<file path="src/hdl/crs_pkg.sv">
// constants, role codes and carrier structs for the cold redundancy control
// assumes a 100 MHz unit controller clock and a same-clock share level code
//
// Functional notes
// - fault or low output pulls wake line low
// - standby unit turns on within 100 us
// - no always-on driver high keeps converter on
// - standby needs an always-on unit driving wake high
// - standby only if wake high, share low
// - switch-on level depends on standby position
// - switch-on levels 3.2, 5.0, 6.7 V
// - switch-off levels 1.44, 3.01, 4.52 V
// - 8.0 V share equals full rated power
// - role codes 00h to 05h
// - standard role tri-states wake, low on fault
// - always-on drives high, standby roles tri-state
// - standby codes 02h-04h turn on in order
// - permanent standby ignores share level
// - wake falling edge resets standby role to 00h
// - role register at command D0h with PEC

`default_nettype none

package crs_pkg;

    localparam int unsigned CLK_PERIOD_NS = 10;
    localparam int unsigned WAKE_ON_TIME_NS = 100000;
    localparam int unsigned WAKE_ON_CYCLES = WAKE_ON_TIME_NS / CLK_PERIOD_NS;

    localparam logic [7:0] ROLE_CMD_CODE = 8'hD0;
    localparam logic [7:0] ROLE_CODE_MAX = 8'h05;
    localparam int unsigned STANDBY_POSITIONS = 3;

    typedef enum logic [2:0] {
        ROLE_STANDARD = 3'b000,
        ROLE_ALWAYS_ON = 3'b001,
        ROLE_STANDBY_1 = 3'b010,
        ROLE_STANDBY_2 = 3'b011,
        ROLE_STANDBY_3 = 3'b100,
        ROLE_PERM_STANDBY = 3'b101
    } crs_role_e;

    localparam crs_role_e ROLE_RESET = ROLE_STANDARD;

    // share code scale: full code stands for 8.0 V, full rated power
    localparam int unsigned SHARE_W = 12;
    localparam int unsigned SHARE_CODE_MAX = 4095;
    localparam int unsigned SHARE_FULL_MV = 8000;
    localparam int unsigned SHARE_ON_MV_1 = 3200;
    localparam int unsigned SHARE_ON_MV_2 = 5000;
    localparam int unsigned SHARE_ON_MV_3 = 6700;
    localparam int unsigned SHARE_OFF_MV_1 = 1440;
    localparam int unsigned SHARE_OFF_MV_2 = 3010;
    localparam int unsigned SHARE_OFF_MV_3 = 4520;

    localparam logic [2:0][11:0] SHARE_ON_CODE = {
        12'(SHARE_ON_MV_3 * SHARE_CODE_MAX / SHARE_FULL_MV),
        12'(SHARE_ON_MV_2 * SHARE_CODE_MAX / SHARE_FULL_MV),
        12'(SHARE_ON_MV_1 * SHARE_CODE_MAX / SHARE_FULL_MV)
    };
    localparam logic [2:0][11:0] SHARE_OFF_CODE = {
        12'(SHARE_OFF_MV_3 * SHARE_CODE_MAX / SHARE_FULL_MV),
        12'(SHARE_OFF_MV_2 * SHARE_CODE_MAX / SHARE_FULL_MV),
        12'(SHARE_OFF_MV_1 * SHARE_CODE_MAX / SHARE_FULL_MV)
    };

    typedef struct packed {
        logic valid;
        logic [7:0] code;
        logic write;
        logic [7:0] wdata;
        logic pec_ok;
    } crs_cmd_s;

    typedef struct packed {
        logic valid;
        logic [7:0] data;
        logic reject;
    } crs_rsp_s;

    typedef struct packed {
        logic out;
        logic oe_n;
    } crs_wake_s;

endpackage

`default_nettype wire

</file>
<file path="src/hdl/crs_ctl.sv">
// cold redundancy role controller: role register, wake line and converter
// assumes wake_in is an asynchronous pin; faults and share code are on clk

`default_nettype none

module crs_ctl #(
    parameter int unsigned SHARE_W = crs_pkg::SHARE_W,
    parameter int unsigned WAKE_ON_CYCLES = crs_pkg::WAKE_ON_CYCLES
) (
    input wire logic clk,
    input wire logic reset,
    input wire crs_pkg::crs_cmd_s cmd,
    output var crs_pkg::crs_rsp_s rsp,
    input wire logic wake_in,
    output var crs_pkg::crs_wake_s wake,
    input wire logic unit_fault,
    input wire logic vout_low,
    input wire logic [SHARE_W-1:0] share_level,
    output var logic converter_on,
    output var logic converter_active_n
);

    typedef struct packed {
        logic wake_meta;
        logic wake_sync;
        logic wake_prev;
        crs_pkg::crs_role_e role;
        logic conv_on;
        logic active_n;
        crs_pkg::crs_wake_s wake;
        crs_pkg::crs_rsp_s rsp;
    } crs_ctl_state_s;

    crs_ctl_state_s st;
    crs_ctl_state_s next_st;

    logic fault;
    logic wake_fall;
    logic standby_role;
    logic ordered_role;
    logic load_awake;
    logic want_active;
    logic role_hit;
    logic [1:0] position;

    assign fault = unit_fault | vout_low;
    assign wake_fall = st.wake_prev & ~st.wake_sync;
    assign ordered_role = st.role inside {crs_pkg::ROLE_STANDBY_1,
        crs_pkg::ROLE_STANDBY_2, crs_pkg::ROLE_STANDBY_3};
    assign standby_role = ordered_role |
        (st.role == crs_pkg::ROLE_PERM_STANDBY);
    assign role_hit = cmd.valid && (cmd.code == crs_pkg::ROLE_CMD_CODE);
    // 02h..04h map to positions 0..2
    assign position = st.role[1:0] - 2'h2;

    crs_share_cmp #(
        .SHARE_W(SHARE_W)
    ) u_share_cmp (
        .clk(clk),
        .reset(reset),
        .share_level(share_level),
        .position(position),
        .track(ordered_role),
        .load_awake(load_awake)
    );

    always_comb begin
        next_st = st;
        next_st.wake_meta = wake_in;
        next_st.wake_sync = st.wake_meta;
        next_st.wake_prev = st.wake_sync;

        // role register access, reads and writes alike answer once
        next_st.rsp = '0;
        if (role_hit) begin
            next_st.rsp.valid = 1'b1;
            next_st.rsp.data = {5'h00, st.role};
            if (cmd.write) begin
                if (cmd.pec_ok && cmd.wdata <= crs_pkg::ROLE_CODE_MAX) begin
                    next_st.role = crs_pkg::crs_role_e'(cmd.wdata[2:0]);
                end else begin
                    next_st.rsp.reject = 1'b1;
                end
            end
        end
        // the hardware drop wins over a write in the same cycle
        if (wake_fall && standby_role) begin
            next_st.role = crs_pkg::ROLE_STANDARD;
        end

        // wake line low means a fault or no always-on driver: all run
        want_active = 1'b1;
        unique case (st.role)
            crs_pkg::ROLE_STANDARD,
            crs_pkg::ROLE_ALWAYS_ON: begin
                want_active = ~st.wake_sync | load_awake;
            end
            crs_pkg::ROLE_STANDBY_1,
            crs_pkg::ROLE_STANDBY_2,
            crs_pkg::ROLE_STANDBY_3: begin
                want_active = ~st.wake_sync | load_awake;
            end
            crs_pkg::ROLE_PERM_STANDBY: begin
                want_active = ~st.wake_sync;
            end
        endcase
        next_st.active_n = ~want_active;
        // standard and always-on roles ignore the active decision
        next_st.conv_on = standby_role ? want_active : 1'b1;

        if (fault) begin
            next_st.wake.out = 1'b0;
            next_st.wake.oe_n = 1'b0;
        end else if (st.role == crs_pkg::ROLE_ALWAYS_ON) begin
            next_st.wake.out = 1'b1;
            next_st.wake.oe_n = 1'b0;
        end else begin
            next_st.wake.out = 1'b0;
            next_st.wake.oe_n = 1'b1;
        end
    end

    always_ff @(posedge clk) begin
        if (reset) begin
            st.wake_meta <= 1'b0;
            st.wake_sync <= 1'b0;
            st.wake_prev <= 1'b0;
            st.role <= crs_pkg::ROLE_RESET;
            st.conv_on <= 1'b1;
            st.active_n <= 1'b0;
            st.wake <= '{out: 1'b0, oe_n: 1'b1};
            st.rsp <= '0;
        end else begin
            st <= next_st;
        end
    end

    assign rsp = st.rsp;
    assign wake = st.wake;
    assign converter_on = st.conv_on;
    assign converter_active_n = st.active_n;

    logic [31:0] wake_wait;
    always_ff @(posedge clk) begin
        if (reset || wake_in || st.conv_on) begin
            wake_wait <= '0;
        end else begin
            wake_wait <= wake_wait + 32'h1;
        end
    end
endmodule // crs_ctl

`default_nettype wire

</file>
<file path="src/hdl/crs_share_cmp.sv">
// load share comparator with per-position switch-on and switch-off levels
// assumes the share code is produced on the same clock as this module

`default_nettype none

module crs_share_cmp #(
    parameter int unsigned SHARE_W = crs_pkg::SHARE_W
) (
    input wire logic clk,
    input wire logic reset,
    input wire logic [SHARE_W-1:0] share_level,
    input wire logic [1:0] position,
    input wire logic track,
    output var logic load_awake
);

    typedef struct packed {
        logic awake;
    } crs_cmp_state_s;

    crs_cmp_state_s st;
    crs_cmp_state_s next_st;
    logic [crs_pkg::STANDBY_POSITIONS-1:0] above_on;
    logic [crs_pkg::STANDBY_POSITIONS-1:0] below_off;

    genvar i;
    generate
        for (i = 0; i < crs_pkg::STANDBY_POSITIONS; i++) begin : g_pos
            // each position has its own pair of levels
            assign above_on[i] =
                share_level > SHARE_W'(crs_pkg::SHARE_ON_CODE[i]);
            assign below_off[i] =
                share_level < SHARE_W'(crs_pkg::SHARE_OFF_CODE[i]);
        end
    endgenerate

    always_comb begin
        next_st = st;
        if (!track) begin
            next_st.awake = 1'b0;
        end else if (above_on[position]) begin
            next_st.awake = 1'b1;
        end else if (below_off[position]) begin
            next_st.awake = 1'b0;
        end
    end

    always_ff @(posedge clk) begin
        if (reset) begin
            st <= '0;
        end else begin
            st <= next_st;
        end
    end

    assign load_awake = st.awake;
endmodule // crs_share_cmp

`default_nettype wire

</file>
<file path="config.mk">
export PLATFORM = sky130hd
export DESIGN_NAME = crs_ctl
export DESIGN_NICKNAME = d
export VERILOG_FILES = /design/src/hdl/crs_pkg.sv /design/src/hdl/crs_ctl.sv /design/src/hdl/crs_share_cmp.sv
export SDC_FILE = /design/constraint.sdc
export NUM_CORES = 1
export LEC_CHECK = 0
export ABC_AREA = 1
export BUFFER_PORTS_ARGS = -buffer_cell sky130_fd_sc_hd__buf_2
export CORE_MARGIN = 5
export CORE_UTILIZATION = 47
export CTS_BUF_LIST = sky130_fd_sc_hd__clkbuf_8
export DETAILED_ROUTE_END_ITERATION = 10
export HOLD_SLACK_MARGIN = 0.12
export PLACE_DENSITY = 0.79
export SLEW_MARGIN = 40
export SYNTH_ARGS = -nofsm -noshare
export SYNTH_HDL_FRONTEND = slang
export SYNTH_SLANG_ARGS = --single-unit
</file>
<file path="constraint.sdc">
create_clock -name clk -period 1.28 [get_ports clk]
set_clock_uncertainty 0.1 [all_clocks]
set_input_delay 0.32 -clock clk [delete_from_list [all_inputs] [get_ports clk]]
set_output_delay 0.32 -clock clk [all_outputs]
set_load 0.01 [all_outputs]
</file>
# Word-level counts from Yosys, hierarchy flattened

Cells that the tools add are included.

Logic and storage cells: 64
Input bits: 36
Bits in registers: 21
Output and inout bits: 14

Reduce and logical (&&, ||, !) cells: 14
Bitwise gates (word level): 10
Muxes and demuxes: 12
Add/sub/neg operators: 1
Magnitude comparators: 8
Eq/ne operators: 6

Operators with widths:

| kind                                                                    | number |
|---|---|
| 12-bit > comparator (second input constant)                             | 2 |
| 12-bit by 11-bit > comparator with 1-bit output (second input constant) | 1 |
| 12-bit by 10-bit < comparator with 1-bit output (second input constant) | 1 |
| 12-bit by 11-bit < comparator with 1-bit output (second input constant) | 1 |
| 12-bit < comparator (second input constant)                             | 1 |
| 10-bit two-way mux                                                      | 1 |
| 2-bit OR reduction                                                      | 5 |
| 8-bit equality test (second input constant)                             | 1 |
| 8-bit by 3-bit <= comparator with 1-bit output (second input constant)  | 1 |
| 1-bit two-way mux                                                       | 7 |
| 3-bit by 2-bit equality test with 1-bit output (second input constant)  | 2 |
| 3-bit equality test (second input constant)                             | 2 |
| 1-bit NOT                                                               | 6 |
| 5-bit OR reduction                                                      | 1 |
| 1-bit binary-select mux with 2-bit select                               | 2 |
| 3-bit by 1-bit equality test with 1-bit output (second input constant)  | 1 |
| 1-bit logical AND                                                       | 3 |
| 3-bit zero test                                                         | 1 |
| 2-bit by 3-bit < comparator with 1-bit output (second input constant)   | 1 |
| 1-bit OR                                                                | 3 |
| 3-bit AND reduction                                                     | 1 |
| 3-bit nonzero test                                                      | 1 |
| 3-bit OR reduction                                                      | 1 |
| 2-bit two-way mux                                                       | 1 |
| other kinds (4)                                                         | 4 |

# Longest topological paths before layout

Depth in word-level cells: 5
Mapped depth: 11
Gate-level depth less buffers: 11

# Modules after synthesis

From an unflattened synthesis, not the netlist that was laid out.

Cells, all modules: 183
Area, all modules: 1068.5 um^2

By module, submodules not included:

| module        | area each (um^2) | cells an instance | sequential area each (um^2) | instances |
|---|---|---|---|---|
| crs_ctl       | 696.9            | 99                | 300.3                       | 1 |
| crs_share_cmp | 371.6            | 84                | 20.0                        | 1 |

# Least setup slack after synthesis

No wires, ideal clock.

Path kind: input to register
From: in cmd[7] in the netlist's numbering
To: reg st[14] in the netlist's numbering
Data arrival time: 0.989 ns
Buffers on the path: 0
Cell stages on the path: 5
Setup time: 0.116 ns
Slack: 0.075 ns
Cell sequence: nor2_1 nand3b_1 nor2_2 nand4_2 o211a_1

Word-level cells in the longest chain between the ends: 3

Ends and longest elaborated chain:

| item                                           | RTL line       | RTL |
|---|---|---|
| start: declaration                             | crs_ctl.sv:12  | `input wire crs_pkg::crs_cmd_s cmd,` |
| 8-bit by 3-bit <= comparator with 1-bit output | crs_ctl.sv:79  | `if (cmd.pec_ok && cmd.wdata <= crs_pkg::ROLE_CODE_MAX) begin` |
| 1-bit logical AND                              | crs_ctl.sv:79  |  |
| 3-bit AND reduction (no source line)           | n/a            |  |
| end signal: assignment                         | crs_ctl.sv:134 | `st <= next_st;` |
| end: declaration                               | crs_ctl.sv:34  | `crs_ctl_state_s st;` |

Every way passes these cells.
A chain may end at the register's enable or synchronous reset.

# Worst setup path after layout

From: reg st[16] in the netlist's numbering
To: reg st[16] in the netlist's numbering

Word-level cells in the longest chain between the ends: 5

Ends and longest elaborated chain:

| item                                                                                         | RTL line      | RTL |
|---|---|---|
| 3-bit by 2-bit equality test with 1-bit output / 3-bit equality test (equally long branches) | crs_ctl.sv:48 | `assign ordered_role = st.role inside {crs_pkg::ROLE_STANDBY_1,` |
| 3-bit nonzero test                                                                           | crs_ctl.sv:48 |  |
| 1-bit OR (*)                                                                                 | crs_ctl.sv:50 | `assign standby_role = ordered_role \|` |
| 1-bit logical AND (*)                                                                        | crs_ctl.sv:87 | `if (wake_fall && standby_role) begin` |
| 2-bit OR reduction (no source line) (*)                                                      | n/a           |  |

Mark *: on every way between the ends. The rest lies on a longest branch, timed or not.

==> results.tsv <==
metric	value	unit
hold_depth	3	
synth-seq-cells	16	
die_w	57.1	um
cp.arrival	1280	ps
tns	0	ps
finalPower	1050	uW
seq_area	329	sq um
core	2170	sq um
cp_common_cell	nand2_2	
cts_sinks	16	
hold_viol	0	
first_pass_iters	4	
final_antenna_net_count	0	
hold_path_startpoint	wake_in	
path_clk_slew	60	ps
synthTopCellsByCount	nand2_1, nor2_1, dfxtp_1, inv_1, buf_4	
crit_path_cell_trace	inv_2 > nand2_2 > o21ai_2 > nand2_2 > a31oi_4 > o21ai_1 > a21oi_1	
cp_slowest_cell	dfxtp_2	
post-route-cell-area	1350	sq um
r2r_start	st[16]	
routedWlPerCell	10.3	um
place_area	1280	sq um
num-nets-final	240	
synth.distinct_cells	31	
worstSetupPathType	reg -> reg	
ys_top_cells_by_area	dfxtp_1, nand2_1, buf_4	
crit_path_start_kind	register	
grt_pass1_wl	3770	um
fp-row-count	17	
fmax	0.829	GHz
async_flop_share	0	%
grt_usage	14.2	%
grt_max_degree	9	
hold_end	next_st[18]	
fill_cells	207	
syn_area	1040	sq um
cts_buffers	3	
synth_top_area_cell	dfxtp_1	
hold_class	in -> reg	
initial_core_util	48.2	%
hpwl	2030	um
reg2reg_setup_slack	70	ps
r2r_cells	7	
ys.flop_type	dfxtp_1	
slowest_delay	330	ps
dp_cells	227	
dr_total_vias	1090	
setup_violations	0	
via_per_inst	4.74	
ir_drop	0.000898	V
synth_edf_count	0	
grt_remaining_overflow	0	
insertion_delay	250	ps
cts_tree	built	
diodes	0	
ioPinCount	50	
p_leak	0.000703	uW
rsz0062_at_grt	yes	
drt_wl_total	2360	um
cap_violations	0	
cts_max_level	1	
status	finished, final reports clean	
synth.yosys.seq_area_share	30.7	%
die_h	57.1	um
drive_above_1_share	42.6	%
crit_required	1350	ps
gp_congestion	0.806	
worstReg2RegEnd	st[16]	
hold_buffers	0	
io_buffers	44	
synth_most_common_cell	nand2_1	
drt_iter0_drc	19	
finalCriticalPeriod	1210	ps
clock_path_buffers	2	
cts_root_buf	clkbuf_8	
multi_input_area	569	sq um
antenna_found_initial	0	
synth_top_cell_area_share	30.7	%
synth_cells	155	
die-area	3270	sq um
maxSlewViolCount	0	
crit_fanout	4	
ys.warnings.count	0	
end_kind	register	
fin_cells	230	
synth.avg_cell_area	6.74	sq um
area_growth	29.0	%
drc_errors	0	
post-route-period-util	94.2	%
powerDensity	781	nW/um^2
grt_pass1_vias	1004	
cell usage in the layout, fill, tap and decap left out, types with 3 or more instances in the layout:
cell type and n:
nor2_2 3, nand3_1 9, nand2_1 32, nor2_4 3
buf_4 9, conb_1 5, dfxtp_1 13, inv_1 15
buf_2 44, nor2_1 24, a21oi_1 4, clkbuf_8 3
inv_2 6, nand2_2 6
through the flow:
stage	hold WS [ps]	worst slack [ps]	utilization, %
6_report	177	74.4	62.1
5_1_grt	170	-25.1	62.1
4_1_cts	172	3.45	61.1
3_5_place_dp	300	-118	59.2
3_3_place_gp	292	-79.9	59.2
2_1_floorplan	288	75.3	-
how the worst max path moves through the flow:
stage / from / slack, ps / cells after the start / endpoint
after global routing: st[14] / -30 / 6 / st[15]
after detailed placement: share_level[6] / -120 / 10 / u_share_cmp.load_awake
final: st[16] / 70 / 7 / st[16]
after floorplan: cmd[7] / 80 / 5 / st[14]
after global placement: share_level[6] / -80 / 10 / u_share_cmp.load_awake
after CTS: st[14] / 3 / 6 / st[16]
sequential cells by signal (all words and copies together) (netlist names):
name and flops:
converter_active_n 1, next_st 2, st 4, u_share_cmp.load_awake 1
wake 2, rsp 5, converter_on 1
layer usage:
layer / global-route usage (%) / vias up / share of wire (%)
li1: - / 562 / -
met1: 14.9 / 484 / 38
met2: 26.6 / 37 / 52
met3: 2.71 / 7 / 7.7
met4: 6.95 / 0 / 2.5
met5: 0 / - / 0
power breakdown:
part / total [uW] / switching [uW] / internal, uW
clock network: 361 / 153 / 208
logic: 188 / 99.7 / 88.8
registers: 503 / 1.85 / 501
total: 1050 / 254 / 798
final cells by class:
class                      count  share of cell area [%]
multi-input combinational    108                    42.2
sequential                    16                    24.4
timing repair buffer          53                    21.4
inverter                      22                    6.31
clock buffer                   3                    3.06
tap                           28                    2.60
what timing repair did:
item                       in CTS  in global routing
resized for setup               1                  9
setup endpoints to repair       1                  4
setup buffers                   0                  0
worst max-delay path: cells and delay by family (launching register included):
family | cells | cell delay (ps)
AOI/OAI and AO/OA | 4 | 450
DFF | 1 | 330
buffers and inverters | 1 | 90
and+or+nand+nor | 2 | 170
cells by family (layout without fill, tap and decap cells):
logic type | count (synthesis) | in the layout | share of synthesized area, %
buf+inv | 35 | 78 | 17.2
other cells | 1 | 5 | 0.359
simple gates | 89 | 89 | 41.3
flops | 16 | 16 | 30.7
compound gates | 14 | 14 | 10.4
No activity file was read; power rests on OpenSTA's default activity.
